[config.mk]
export PLATFORM = sky130hd
export DESIGN_NAME = io_line_function_assign
export DESIGN_NICKNAME = d
export VERILOG_FILES = /design/src/design/io_func_pkg.sv /design/src/design/io_func_if.sv /design/src/design/io_func_decode.sv /design/src/design/io_line_function_assign.sv
export SDC_FILE = /design/constraint.sdc
export NUM_CORES = 1
export LEC_CHECK = 0
export BUFFER_PORTS_ARGS = -buffer_cell sky130_fd_sc_hd__buf_2
export CAP_MARGIN = 30
export CORE_MARGIN = 8
export CORE_UTILIZATION = 30
export CTS_CLUSTER_SIZE = 24
export DETAILED_ROUTE_END_ITERATION = 12
export MAX_ROUTING_LAYER = met4
export PLACE_DENSITY = 0.47
export SYNTH_ARGS = -nofsm -noshare
export SYNTH_HDL_FRONTEND = slang
export SYNTH_SLANG_ARGS = --single-unit
[constraint.sdc]
create_clock -name clk_sys -period 3.6 [get_ports clk_sys]
set_clock_uncertainty 0.15 [all_clocks]
set_input_delay 0.54 -clock clk_sys [delete_from_list [all_inputs] [get_ports clk_sys]]
set_output_delay 0.54 -clock clk_sys [all_outputs]
set_load 0.005 [all_outputs]
[src/design/io_func_pkg.sv]
package io_func_pkg;

    // ==========================================================
    // parameter addresses
    localparam logic [15:0] SEL1_ADDR = 16'h0722;
    localparam logic [15:0] SEL2_ADDR = 16'h0724;
    localparam logic [15:0] SEL3_ADDR = 16'h0726;
    localparam logic [15:0] SEL4_ADDR = 16'h0728;
    localparam logic [15:0] DOUT_ADDR = 16'h0822;
    localparam logic [15:0] STATUS_ADDR = 16'h082A;

    // ==========================================================
    // sizes and reset values
    localparam int NUM_LINES = 4;
    localparam logic [15:0] SEL_RESET = 16'h0000;
    localparam logic [15:0] DOUT_RESET = 16'h0000;

    // ==========================================================
    // function select codes
    localparam logic [15:0] FN_IN_FREE = 16'h0001;
    localparam logic [15:0] FN_IN_FAULT_RESET = 16'h0002;
    localparam logic [15:0] FN_IN_ENABLE = 16'h0003;
    localparam logic [15:0] FN_IN_HALT = 16'h0004;
    localparam logic [15:0] FN_IN_JOG_POS = 16'h0009;
    localparam logic [15:0] FN_IN_JOG_NEG = 16'h000A;
    localparam logic [15:0] FN_IN_JOG_FAST = 16'h000B;
    localparam logic [15:0] FN_IN_REF = 16'h0014;
    localparam logic [15:0] FN_IN_LIM_POS = 16'h0015;
    localparam logic [15:0] FN_IN_LIM_NEG = 16'h0016;
    localparam logic [15:0] FN_OUT_FREE = 16'h0065;
    localparam logic [15:0] FN_OUT_NO_FAULT = 16'h0066;
    localparam logic [15:0] FN_OUT_ACTIVE = 16'h0067;

    // ==========================================================
    // code check per line, line index counts from 0
    function automatic logic code_valid(logic [1:0] line,
                                        logic [15:0] code);
        logic ok;
        ok = 1'b0;
        case (code)
            FN_IN_FREE, FN_IN_FAULT_RESET, FN_IN_ENABLE, FN_IN_HALT,
            FN_IN_JOG_POS, FN_IN_JOG_NEG, FN_IN_JOG_FAST, FN_IN_REF,
            FN_OUT_FREE, FN_OUT_NO_FAULT, FN_OUT_ACTIVE: ok = 1'b1;
            FN_IN_LIM_POS: ok = (line == 2'h0);
            FN_IN_LIM_NEG: ok = (line == 2'h1);
            default: ok = 1'b0;
        endcase
        return ok;
    endfunction

    // select address to line index, valid flag in bit 2
    function automatic logic [2:0] sel_index(logic [15:0] addr);
        logic [2:0] r;
        r = 3'h0;
        case (addr)
            SEL1_ADDR: r = 3'h4;
            SEL2_ADDR: r = 3'h5;
            SEL3_ADDR: r = 3'h6;
            SEL4_ADDR: r = 3'h7;
            default: r = 3'h0;
        endcase
        return r;
    endfunction

    // output function codes
    function automatic logic is_output(logic [15:0] code);
        return (code == FN_OUT_FREE) || (code == FN_OUT_NO_FAULT) ||
               (code == FN_OUT_ACTIVE);
    endfunction

endpackage

[src/design/io_func_if.sv]
`timescale 1ns/10ps
interface io_func_if;
    logic [15:0] sel [4];
    logic [3:0] lvl;
    logic [3:0] dout;
    logic fault_present;
    logic op_enabled;
    logic local_mode;
    logic [3:0] out_lvl;
    logic [3:0] out_en;
    logic fault_reset;
    logic power_enable;
    logic halt;
    logic jog_pos;
    logic jog_neg;
    logic jog_fast;
    logic ref_sw;
    logic lim_pos;
    logic lim_neg;

    modport owner (
        output sel, lvl, dout, fault_present, op_enabled, local_mode,
        input out_lvl, out_en, fault_reset, power_enable, halt,
        input jog_pos, jog_neg, jog_fast, ref_sw, lim_pos, lim_neg
    );
    modport decoder (
        input sel, lvl, dout, fault_present, op_enabled, local_mode,
        output out_lvl, out_en, fault_reset, power_enable, halt,
        output jog_pos, jog_neg, jog_fast, ref_sw, lim_pos, lim_neg
    );
endinterface

[src/design/io_func_decode.sv]
`timescale 1ns/10ps
module io_func_decode (
    io_func_if.decoder fi
);

    // ==========================================================
    // output side of each line
    always_comb begin
        for (int i = 0; i < io_func_pkg::NUM_LINES; i++) begin
            fi.out_en[i] = io_func_pkg::is_output(fi.sel[i]);
            case (fi.sel[i])
                io_func_pkg::FN_OUT_FREE: fi.out_lvl[i] = fi.dout[i];
                io_func_pkg::FN_OUT_NO_FAULT: begin
                    fi.out_lvl[i] = !fi.fault_present;
                end
                io_func_pkg::FN_OUT_ACTIVE: begin
                    fi.out_lvl[i] = fi.op_enabled;
                end
                default: fi.out_lvl[i] = 1'b0;
            endcase
        end
    end

    // ==========================================================
    // input functions, or of every line holding the code
    function automatic logic any_in(logic [15:0] code);
        logic r;
        r = 1'b0;
        for (int i = 0; i < io_func_pkg::NUM_LINES; i++) begin
            r = r | ((fi.sel[i] == code) & fi.lvl[i]);
        end
        return r;
    endfunction

    always_comb begin
        // free input: no internal effect
        fi.fault_reset = fi.local_mode &
                         any_in(io_func_pkg::FN_IN_FAULT_RESET);
        fi.power_enable = fi.local_mode &
                          any_in(io_func_pkg::FN_IN_ENABLE);
        fi.halt = any_in(io_func_pkg::FN_IN_HALT);
        fi.jog_pos = any_in(io_func_pkg::FN_IN_JOG_POS);
        fi.jog_neg = any_in(io_func_pkg::FN_IN_JOG_NEG);
        fi.jog_fast = any_in(io_func_pkg::FN_IN_JOG_FAST);
        fi.ref_sw = any_in(io_func_pkg::FN_IN_REF);
        // limits only ever sit on their own line
        fi.lim_pos = (fi.sel[0] == io_func_pkg::FN_IN_LIM_POS) & fi.lvl[0];
        fi.lim_neg = (fi.sel[1] == io_func_pkg::FN_IN_LIM_NEG) & fi.lvl[1];
    end

endmodule

[src/design/io_line_function_assign.sv]
// Summary of operation
// - free-use output line is driven from its direct_output_set bit.
// - no-fault output line shows whether no fault is present.
// - active output line shows the operation-enabled state.
// - direct_output_set bits reach only lines set to free output.
// - direct_output_set: line 1 bit 0 upward, 16 bits, RW, reset 0.
// - all four lines take the eight common input functions.
// - positive limit switch function only on io_line_1.
// - negative limit switch function only on io_line_2.
// - all four lines take the three output functions.
// - input codes 1,2,3,4,9,10,11,20 as listed.
// - code 21 puts positive limit switch on io_line_1.
// - output codes 101,102,103; select is 16-bit RW, reset 0.
// - fault-reset input acts only in local control mode.
// - enable input acts only in local control mode.
// - free input has no effect; level readable in io_line_status.
`timescale 1ns/10ps
module io_line_function_assign (
    input wire logic clk_sys,
    input wire logic rst,
    input wire logic [15:0] par_addr,
    input wire logic par_wr,
    input wire logic par_rd,
    input wire logic [15:0] par_wdata,
    output logic [15:0] par_rdata,
    output logic par_rvalid,
    input wire logic [3:0] io_in,
    output logic [3:0] io_out,
    output logic [3:0] io_oe,
    input wire logic fault_present,
    input wire logic op_enabled,
    input wire logic local_mode,
    output logic fault_reset_req,
    output logic power_enable_req,
    output logic halt_req,
    output logic jog_pos_req,
    output logic jog_neg_req,
    output logic jog_fast_sel,
    output logic ref_switch,
    output logic limit_pos,
    output logic limit_neg
);

    logic [15:0] sel_q [4];
    logic [15:0] dout_q;
    logic [15:0] status_q;
    logic [2:0] widx;

    io_func_if fi ();

    io_func_decode u_decode (
        .fi(fi)
    );

    // ==========================================================
    // decoder hookup
    always_comb begin
        for (int i = 0; i < io_func_pkg::NUM_LINES; i++) begin
            fi.sel[i] = sel_q[i];
        end
        fi.lvl = io_in;
        fi.dout = dout_q[3:0];
        fi.fault_present = fault_present;
        fi.op_enabled = op_enabled;
        fi.local_mode = local_mode;
    end

    // ==========================================================
    // function select registers
    assign widx = io_func_pkg::sel_index(par_addr);

    always_ff @(posedge clk_sys) begin
        if (rst) begin
            for (int i = 0; i < io_func_pkg::NUM_LINES; i++) begin
                sel_q[i] <= io_func_pkg::SEL_RESET;
            end
        end else if (par_wr && widx[2] &&
                     io_func_pkg::code_valid(widx[1:0], par_wdata)) begin
            // codes per line
            sel_q[widx[1:0]] <= par_wdata;
        end
    end

    // ==========================================================
    // direct output register
    always_ff @(posedge clk_sys) begin
        if (rst) begin
            dout_q <= io_func_pkg::DOUT_RESET;
        end else if (par_wr && par_addr == io_func_pkg::DOUT_ADDR) begin
            dout_q <= par_wdata;
        end
    end

    // ==========================================================
    // pin drive
    always_ff @(posedge clk_sys) begin
        if (rst) begin
            io_out <= 4'h0;
            io_oe <= 4'h0;
        end else begin
            io_out <= fi.out_lvl;
            io_oe <= fi.out_en;
        end
    end

    // ==========================================================
    // line status, driven level for outputs, pin level for inputs
    always_ff @(posedge clk_sys) begin
        if (rst) begin
            status_q <= 16'h0000;
        end else begin
            status_q <= {12'h000, (io_oe & io_out) | (~io_oe & io_in)};
        end
    end

    // ==========================================================
    // internal function requests
    always_ff @(posedge clk_sys) begin
        if (rst) begin
            fault_reset_req <= 1'b0;
            power_enable_req <= 1'b0;
            halt_req <= 1'b0;
            jog_pos_req <= 1'b0;
            jog_neg_req <= 1'b0;
            jog_fast_sel <= 1'b0;
            ref_switch <= 1'b0;
            limit_pos <= 1'b0;
            limit_neg <= 1'b0;
        end else begin
            fault_reset_req <= fi.fault_reset;
            power_enable_req <= fi.power_enable;
            halt_req <= fi.halt;
            jog_pos_req <= fi.jog_pos;
            jog_neg_req <= fi.jog_neg;
            jog_fast_sel <= fi.jog_fast;
            ref_switch <= fi.ref_sw;
            limit_pos <= fi.lim_pos;
            limit_neg <= fi.lim_neg;
        end
    end

    // ==========================================================
    // parameter read port
    always_ff @(posedge clk_sys) begin
        if (rst) begin
            par_rdata <= 16'h0000;
            par_rvalid <= 1'b0;
        end else begin
            par_rvalid <= par_rd;
            if (par_rd) begin
                if (widx[2]) begin
                    par_rdata <= sel_q[widx[1:0]];
                end else if (par_addr == io_func_pkg::DOUT_ADDR) begin
                    par_rdata <= dout_q;
                end else if (par_addr == io_func_pkg::STATUS_ADDR) begin
                    par_rdata <= status_q;
                end else begin
                    par_rdata <= 16'h0000;
                end
            end
        end
    end
endmodule

=== After elaboration in Yosys (flattened, before gate mapping) ===
Memories as Yosys holds them, arrays and structs flattened.
Index checks and enable logic that the tools add are counted.

* Flip-flop bits (word level): 66
* Bits in writable memories: 64
* Input port bits: 43
* Output and inout bits: 34
* Memories: 1

* Equal/unequal tests: 62
* Multiplexer cells: 18
* Bitwise logic cells: 57
* Reduce and logical (&&, ||, !) cells: 15

{| class="wikitable"
|+ Memories
! memory !! depth !! width !! rd ports !! clocked after memory_dff !! wr ports !! RTL line !! RTL
|-
| sel_q || 4 || 16 || 5 || 0 || 4 || io_line_function_assign.sv:44 || <nowiki>logic [15:0] sel_q [4];</nowiki>
|}

{| class="wikitable"
|+ Operators by type and width
! kind !! number
|-
| equality test 16 x 4 -> 1 bit, second input constant || 15
|-
| equality test 16 x 7 -> 1 bit, second input constant || 15
|-
| equality test 16 x 2 -> 1 bit, second input constant || 10
|-
| equality test 16 x 5 -> 1 bit, second input constant || 9
|-
| equality test 16 x 3 -> 1 bit, second input constant || 5
|-
| equality test 16 x 11 -> 1 bit, second input constant || 4
|-
| two-way mux 16 bit || 4
|-
| bitwise AND 1 bit || 32
|-
| equality test 16 x 12 -> 1 bit, second input constant || 2
|-
| bitwise OR 1 bit || 21
|-
| equality test 16 x 1 -> 1 bit, second input constant || 1
|-
| OR reduction 16 bit || 1
|-
| case mux 1 bit (3 select lines) || 5
|-
| case mux 3 bit (4 select lines) || 1
|-
| OR reduction 11 bit || 1
|-
| bitwise AND 4 bit || 2
|-
| logical OR 1 bit || 8
|-
| two-way mux 1 bit || 7
|-
| inverter 4 bit || 1
|-
| bitwise OR 4 bit || 1
|-
| logical AND 1 bit || 3
|-
| equality test 2 x 1 -> 1 bit, second input constant || 1
|-
| logical NOT 2 bit || 1
|-
| two-way mux 2 bit || 1
|-
| logical NOT 1 bit || 1
|}

=== Depth between registers and ports, before layout ===
Gate-level depths: netlist of the first run.

* Word-level depth: 11
* Depth in mapped cells: 9
* Gate-level depth less buffers: 6

=== By module ===
From an unflattened synthesis of the first run, not the netlist that was laid out.

* Cell total of the unflattened synthesis: 556
* Area total of the unflattened synthesis: 5845.6 µm²

{| class="wikitable"
|+ By module, submodules not included
! module !! instances !! cells an instance !! area each (µm²) !! sequential area each (µm²)
|-
| io_line_function_assign || 1 || 431 || 5118.7 || 3002.9
|-
| io_func_decode || 1 || 125 || 726.9 || 0.0
|}

=== Worst setup path before layout of the first run ===
Ideal clock, no wire load.

* Kind: input-to-reg
* From: input port par_addr[1]
* To: memory sel_q[3][0] (enable)
* Arrival time: 2459 ps
* Required time: 3058 ps
* Slack: 598 ps
* Stages: 7
* Cells stage by stage: buf_2 > nor3b_1 > a21oi_1 > clkbuf_1 > nor2_1 > nand3_1 > o21bai_1

{| class="wikitable"
|+ RTL lines
! item !! RTL line !! RTL
|-
| start: declaration || io_line_function_assign.sv:21 || <nowiki>input wire logic [15:0] par_addr,</nowiki>
|-
| end: declaration || io_line_function_assign.sv:44 ||
|}

==> qor.csv, run 1 <==
metric,value,unit
io_pins,77,
placementRows,48,
cp-endpoint,sel_q[2][3]$_SDFFCE_PN0P_,
dr.pass1.iters,8,
yosys_warnings,0,
drc,0,
rrSetupSlack,1.05,ns
antenna_found_initial,0,
syn_area,5330,um^2
dpl.hpwl,12400,um
synth-simple-area-share,0.226,
hold_buffers,0,
critPathBufInv,2,
gp_congestion,0.834,
synth.avg_cell_area,11.0,um^2
path_depth,7,
drv_cap,0,
critical_path.max_stage_delay,0.41,ns
worstPathRequired,3.57,ns
cp_max_fo,13,
initial_core_util,0.307,
synth.most_common_cell,nor2_1,
startpoint,par_addr[3],
clk_latency,0.42,ns
arrival,2.66,ns
synth-seq-cells,118,
clock-sinks,118,
grt_start_max_net_pins,50,
cts_tree,done,
leakage,2.71,nW
setup_viol,0,
netlist.area_leader.share,0.360,
ys_seq_area_frac,0.563,
cpLargestDelayFamily,simple AND/OR/NAND/NOR gates,
cts_made_buffers,17,
n_antenna_cell,0,
post_cts_buffers,0,
synthArstFlopShare,0,
pwr_density_cell,503,nW/um^2
drive_gt1_frac,0.244,
end_kind,register,
fmax,371,MHz
track_usage,0.151,
hold_path.class,in -> reg,
die_width,149,um
hold_viol_final,0,
r2r_cells,6,
num-nets-final,648,
avgRoutedWirePerCell,18.9,um
synthMuxAreaShare,0.0779,
synth_compound_area_frac,0.109,
core_region_area,17400,um^2
cts_resized,0,
grt_pass1_wl,24800,um
r2r_end,ref_switch$_SDFF_PP0_,
critical_path_class,in -> reg,
overflow,0,
fp.dieH,149,um
synthCells,483,
path_cells,buf_2 > nor3b_1 > a21oi_1 > nor2_1 > nand4_1 > nand2b_1 > buf_4,
htree_levels,4,
first_iter_violations,409,
synth_common_cells,"nor2_1 (79), edfxtp_1 (64), dfxtp_1 (54)",
synth_fa_ha_area_frac,0,
tightest_slew,0.955,ns
cts.clk_slew.worst_paths,0.06,ns
peakVddDrop,324,uV
nFillCells,1681,
rsz0062_at_grt,no,
report.final.slew_viol_count,0,
finalCritPeriodShare,0.748,
synth-edff-count,64,
yosysUniqueCellTypes,64,
detail_route.wirelength,15900,um
final_antenna_net_count,0,
synth_top_family_by_area,simple AND/OR/NAND/NOR gates,
area_delta_synth_final,26.2,%
fin_tns_setup,0,ns
vias_per_cell,5.01,
finalCriticalPeriod,2.69,ns
synth_top_cell_by_area,edfxtp_1,
slowest_stage,nand4_1,
io_buffers,76,
cts_root_buf,clkbuf_16,
vias,4225,
utilization,0.388,
cts_buffer_depth,2,
grt_pass1_vias,4303,
slew_headroom,0.364,
critPathLaunchType,primary input,
status,"complete, no violations",
die-area,22300,um^2
rr_startpoint,sel_q[1][14]$_SDFFCE_PN0P_,
synth_area_leaders,"edfxtp_1 (36%), dfxtp_1 (20%), nor2_1 (5.6%)",
synth_xor_area_frac,0,
synth_ff_type,edfxtp_1,
==> layout make-up <==
class / instances / area (um^2) / area share
tap: 225 / 282 / 0.0418
timing repair buffer: 89 / 478 / 0.0710
clock buffer: 21 / 514 / 0.0764
inverter: 5 / 18.8 / 0.00279
sequential: 118 / 3000 / 0.446
clock inverter: 11 / 93.8 / 0.0139
multi-input combinational: 374 / 2340 / 0.348
==> cell usage in the layout, fill, tap and decap left out, drive strengths merged, types with 9 or more instances in the layout <==
cell type,instances
nand3,12
mux2,14
nor2,79
inv,14
nor4,9
nor3,12
o21ai,13
edfxtp,64
mux2i,25
nand2b,17
a22oi,13
a222oi,12
conb,36
nand2,36
dfxtp,54
buf,89
clkbuf,21
==> worst min path at each step <==
| stage | depth (start not counted) | start | end |
|---|---|---|---|
| after floorplan | 2 | dout_q[10]$_SDFFE_PP0P_ | par_rdata[10]$_SDFFE_PP0P_ |
| after global placement | 2 | dout_q[7]$_SDFFE_PP0P_ | par_rdata[7]$_SDFFE_PP0P_ |
| after detailed placement | 2 | dout_q[7]$_SDFFE_PP0P_ | par_rdata[7]$_SDFFE_PP0P_ |
| after CTS | 3 | par_wdata[11] | dout_q[11]$_SDFFE_PP0P_ |
| after global routing | 3 | par_wdata[11] | dout_q[11]$_SDFFE_PP0P_ |
| final | 3 | par_wdata[11] | dout_q[11]$_SDFFE_PP0P_ |
==> report_power, final <==
part / switching (mW) / internal [mW] / leakage, nW / total, mW
clock network: 0.651 / 1.04 / 0.303 / 1.69
registers: 0.0502 / 1.48 / 1.05 / 1.53
logic: 0.100 / 0.0651 / 1.36 / 0.165
==> worst reg2reg max path: stages (launching register included) <==
cell	delay [ns]
edfxtp_1	0.40
nor4_1	0.48
nand3_1	0.26
or2_2	0.38
nor3_1	0.31
o2bb2a_1	0.30
a31oi_1	0.20
==> logic make-up after synthesis <==
kind of cell | Yosys count
muxes | 39
DFF | 118
and+or+nand+nor | 224
other | 1
AOI/OAI and AO/OA | 75
buffers and inverters | 26
==> per-stage QoR <==
step / cells / cell area (um^2) / hold WS [ns] / power [mW] / setup WS (ns)
2_1_floorplan: 518 / 5470 / 0.289 / 1.63 / 0.598
3_3_place_gp: 811 / 6130 / 0.309 / 1.72 / 0.578
3_5_place_dp: 811 / 6130 / 0.311 / 1.72 / 0.479
4_1_cts: 843 / 6730 / 0.206 / 3.43 / 0.910
5_1_grt: 843 / 6730 / 0.208 / 3.52 / 0.620
6_report: 843 / 6730 / 0.226 / 3.39 / 0.908
==> flip-flops by register name, summed over array words and instances (netlist names) <==
signal / cells
limit_pos: 1
fault_reset_req: 1
limit_neg: 1
sel_q: 64
par_rvalid: 1
io_oe: 4
halt_req: 1
jog_pos_req: 1
jog_fast_sel: 1
io_out: 4
par_rdata: 16
dout_q: 16
status_q: 4
ref_switch: 1
jog_neg_req: 1
power_enable_req: 1
==> metal layers <==
layer | global-route usage | vias to the layer above | share of wire | routed length, um
met5 | - | - | 0 | 0
met4 | 0.0495 | 0 | 0.013 | 204
met1 | 0.174 | 2041 | 0.42 | 6740
met3 | 0.0416 | 18 | 0.052 | 828
met2 | 0.250 | 118 | 0.51 | 8140
li1 | - | 2048 | - | -
Note: power is estimated with default switching activity, not from simulation.
==> inputs of run 2 (changes only) <==
--- a/config.mk
+++ b/config.mk
@@ -5,6 +5,7 @@
 export SDC_FILE = /design/constraint.sdc
 export NUM_CORES = 1
 export LEC_CHECK = 0
+export ABC_AREA = 1
 export BUFFER_PORTS_ARGS = -buffer_cell sky130_fd_sc_hd__buf_2
 export CAP_MARGIN = 30
 export CORE_MARGIN = 8
@@ -12,7 +13,7 @@
 export CTS_CLUSTER_SIZE = 24
 export DETAILED_ROUTE_END_ITERATION = 12
 export MAX_ROUTING_LAYER = met4
-export PLACE_DENSITY = 0.47
+export PLACE_DENSITY = 0.49
 export SYNTH_ARGS = -nofsm -noshare
 export SYNTH_HDL_FRONTEND = slang
 export SYNTH_SLANG_ARGS = --single-unit
==> constraint.sdc (replaced) <==
create_clock -name clk_sys -period 2.33 [get_ports clk_sys]
set_clock_uncertainty 0.15 [all_clocks]
set_input_delay 0.3495 -clock clk_sys [delete_from_list [all_inputs] [get_ports clk_sys]]
set_output_delay 0.3495 -clock clk_sys [all_outputs]
set_load 0.005 [all_outputs]
==> qor.csv, run 2 <==
metric,value,unit
min-delay-start,io_in[0],
avgRoutedWirePerCell,15.5,um
gr-usage-met3,0.0393,
die-area,24400,um^2
antenna_found_initial,0,
placementRows,51,
cts_root_buf,clkbuf_16,
mostFrequentLayoutCells,"nand2_1 (109), inv_1 (89), nor2_1 (80)",
syn_area,5890,um^2
netlist.area_leader.share,0.326,
reg_top3,"sel_q (64), dout_q (16), par_rdata (16)",
fin_ws,0.307,ns
vias,5175,
fp.dieH,156,um
rsz0062_at_grt,no,
ys_seq_area_frac,0.510,
report.final.slew_viol_count,0,
post-place-cells,1089,
dpl_worst_slack,-0.0955,ns
hold_path.class,in -> reg,
cp-endpoint,io_out[1]$_SDFF_PP0_,
pwr_density_cell,728,nW/um^2
rr_startpoint,sel_q[1][14]$_SDFFCE_PN0P_,
worstPathRequired,2.54,ns
clock-sinks,118,
area_delta_synth_final,28.4,%
fmax,494,MHz
synth-seq-cells,118,
clockPowerShare,0.510,
dpl.hpwl,13800,um
track_usage,0.152,
peakVddDrop,328,uV
gp_congestion,0.912,
rrSetupSlack,0.31,ns
vias_per_cell,4.62,
drive_gt1_frac,0.213,
final_antenna_net_count,0,
tightest_slew,0.503,ns
synth_ff_type,edfxtp_1,
grt_pass1_vias,5050,
cp_max_fo,11,
drc,0,
first_iter_violations,315,
fin_tns_setup,0,ns
synth.avg_cell_area,8.43,um^2
layout.cells.non_filler,1121,
finalCritPeriodShare,0.868,
synthCells,698,
status,"complete, no violations",
num-nets-final,886,
cts_tree,done,
synthArstFlopShare,0,
grtUsageMet2,0.254,
end_kind,register,
synth.most_common_cell,nand2_1,
grt_start_max_net_pins,32,
cts_made_buffers,17,
leakage,3.14,nW
synth_area_leaders,"edfxtp_1 (33%), dfxtp_1 (18%), nand2_1 (7.0%)",
top_register,sel_q,
critPathLaunchType,register,
io_pins,77,
slew_headroom,0.660,
swShare,0.219,
cts_buffer_depth,2,
cts_resized,0,
power_frac_seq,0.429,
grt_pass1_wl,27300,um
setup_viol,0,
overflow,0,
synth_top_cell_by_area,edfxtp_1,
drv_cap,0,
core_region_area,19300,um^2
initial_core_util,0.304,
r2r_end,io_out[1]$_SDFF_PP0_,
hold_buffers,0,
htree_levels,4,
synth-edff-count,64,
internal_power,4.30,mW
critical_path_class,reg -> reg,
utilization,0.391,
startpoint,sel_q[1][14]$_SDFFCE_PN0P_,
pwr-share-comb,0.062,
nFillCells,2005,
arrival,2.23,ns
largest_reg_flops,64,
finalCriticalPeriod,2.02,ns
synth_common_cells,"nand2_1 (109), inv_1 (89), nor2_1 (80)",
r2r_cells,6,
power.switching,1.20,mW
hold_viol_final,0,
detail_route.wirelength,17400,um
clk_latency,0.41,ns
grt_use_met1,0.169,
post_cts_buffers,0,
layout_commonest_cell,nand2_1,
dr.pass1.iters,7,
cts.clk_slew.worst_paths,0.05,ns
yosysUniqueCellTypes,41,
die_width,156,um
io_buffers,76,
n_antenna_cell,0,
grt-busiest-layer,met2,
yosys_warnings,0,
run 2: cell count changes in the layout (fill, tap and decap cells not counted), sizes merged, moves of 13 or more:
| cell | before | now |
|---|---|---|
| a21oi | 7 | 35 |
| o21ai | 13 | 67 |
| nand2 | 36 | 117 |
| mux2i | 25 | 0 |
| nor3 | 12 | 33 |
| mux2 | 14 | 0 |
| nand4 | 7 | 28 |
| nand2b | 17 | 0 |
| buf | 89 | 119 |
| inv | 14 | 90 |
| a22oi | 13 | 0 |
| nand3 | 12 | 38 |
run 2: per-stage QoR:
step	hold slack (ns)	cell area [um^2]	total power, mW
final	0.0406	7560	5.50
after global routing	0.0266	7560	5.73
after CTS	0.0204	7560	5.57
after detailed placement	0.291	6920	2.74
after global placement	0.292	6920	2.75
after floorplan	0.284	6030	2.56
run 2: critical path, stage by stage (launching register included):
cell,delay (ns)
edfxtp_1,0.39
nor4_1,0.37
and2_1,0.47
nand2_1,0.14
nor4_1,0.31
nand2_1,0.10
inv_1,0.05
run 2: kinds of logic after synthesis:
family                 share of synthesized area
AND/OR/NAND/NOR                            0.270
buffers and inverters                     0.0867
flip-flops                                 0.510
other                                   0.000637
AO/OA/AOI/OAI                              0.133
run 2: power by group through the flow:
stage / Sequential [mW] / Combinational (mW) / Clock [mW]
after floorplan: 2.37 / 0.191 / 0
after CTS: 2.36 / 0.344 / 2.86
after detailed placement: 2.40 / 0.342 / 0
after global routing: 2.37 / 0.387 / 2.98
final: 2.36 / 0.339 / 2.81
after global placement: 2.40 / 0.344 / 0
run 2: area by class of cell:
class                      count  area [um^2]  share of cell area
sequential                   118         3000               0.397
tap                          265          332              0.0439
clock inverter                14          208              0.0275
timing repair buffer         119          728              0.0963
clock buffer                  18          429              0.0568
inverter                      91          342              0.0452
multi-input combinational    496         2520               0.333
run 2: how the worst min path moves through the flow:
| stage | to | slack [ns] | cells past startpoint |
|---|---|---|---|
| after CTS | limit_pos$_SDFF_PP0_ | 0.02 | 3 |
| final | limit_pos$_SDFF_PP0_ | 0.04 | 3 |
| after global placement | status_q[3]$_SDFF_PP0_ | 0.29 | 2 |
| after floorplan | dout_q[10]$_SDFFE_PP0P_ | 0.28 | 2 |
| after detailed placement | status_q[3]$_SDFF_PP0_ | 0.29 | 2 |
| after global routing | limit_pos$_SDFF_PP0_ | 0.03 | 3 |
run 2: routing by layer:
metal	vias to the layer above	part of all wire
li1	2667	-
met1	2339	0.42
met2	136	0.49
met3	33	0.050
met4	0	0.033
met5	-	0
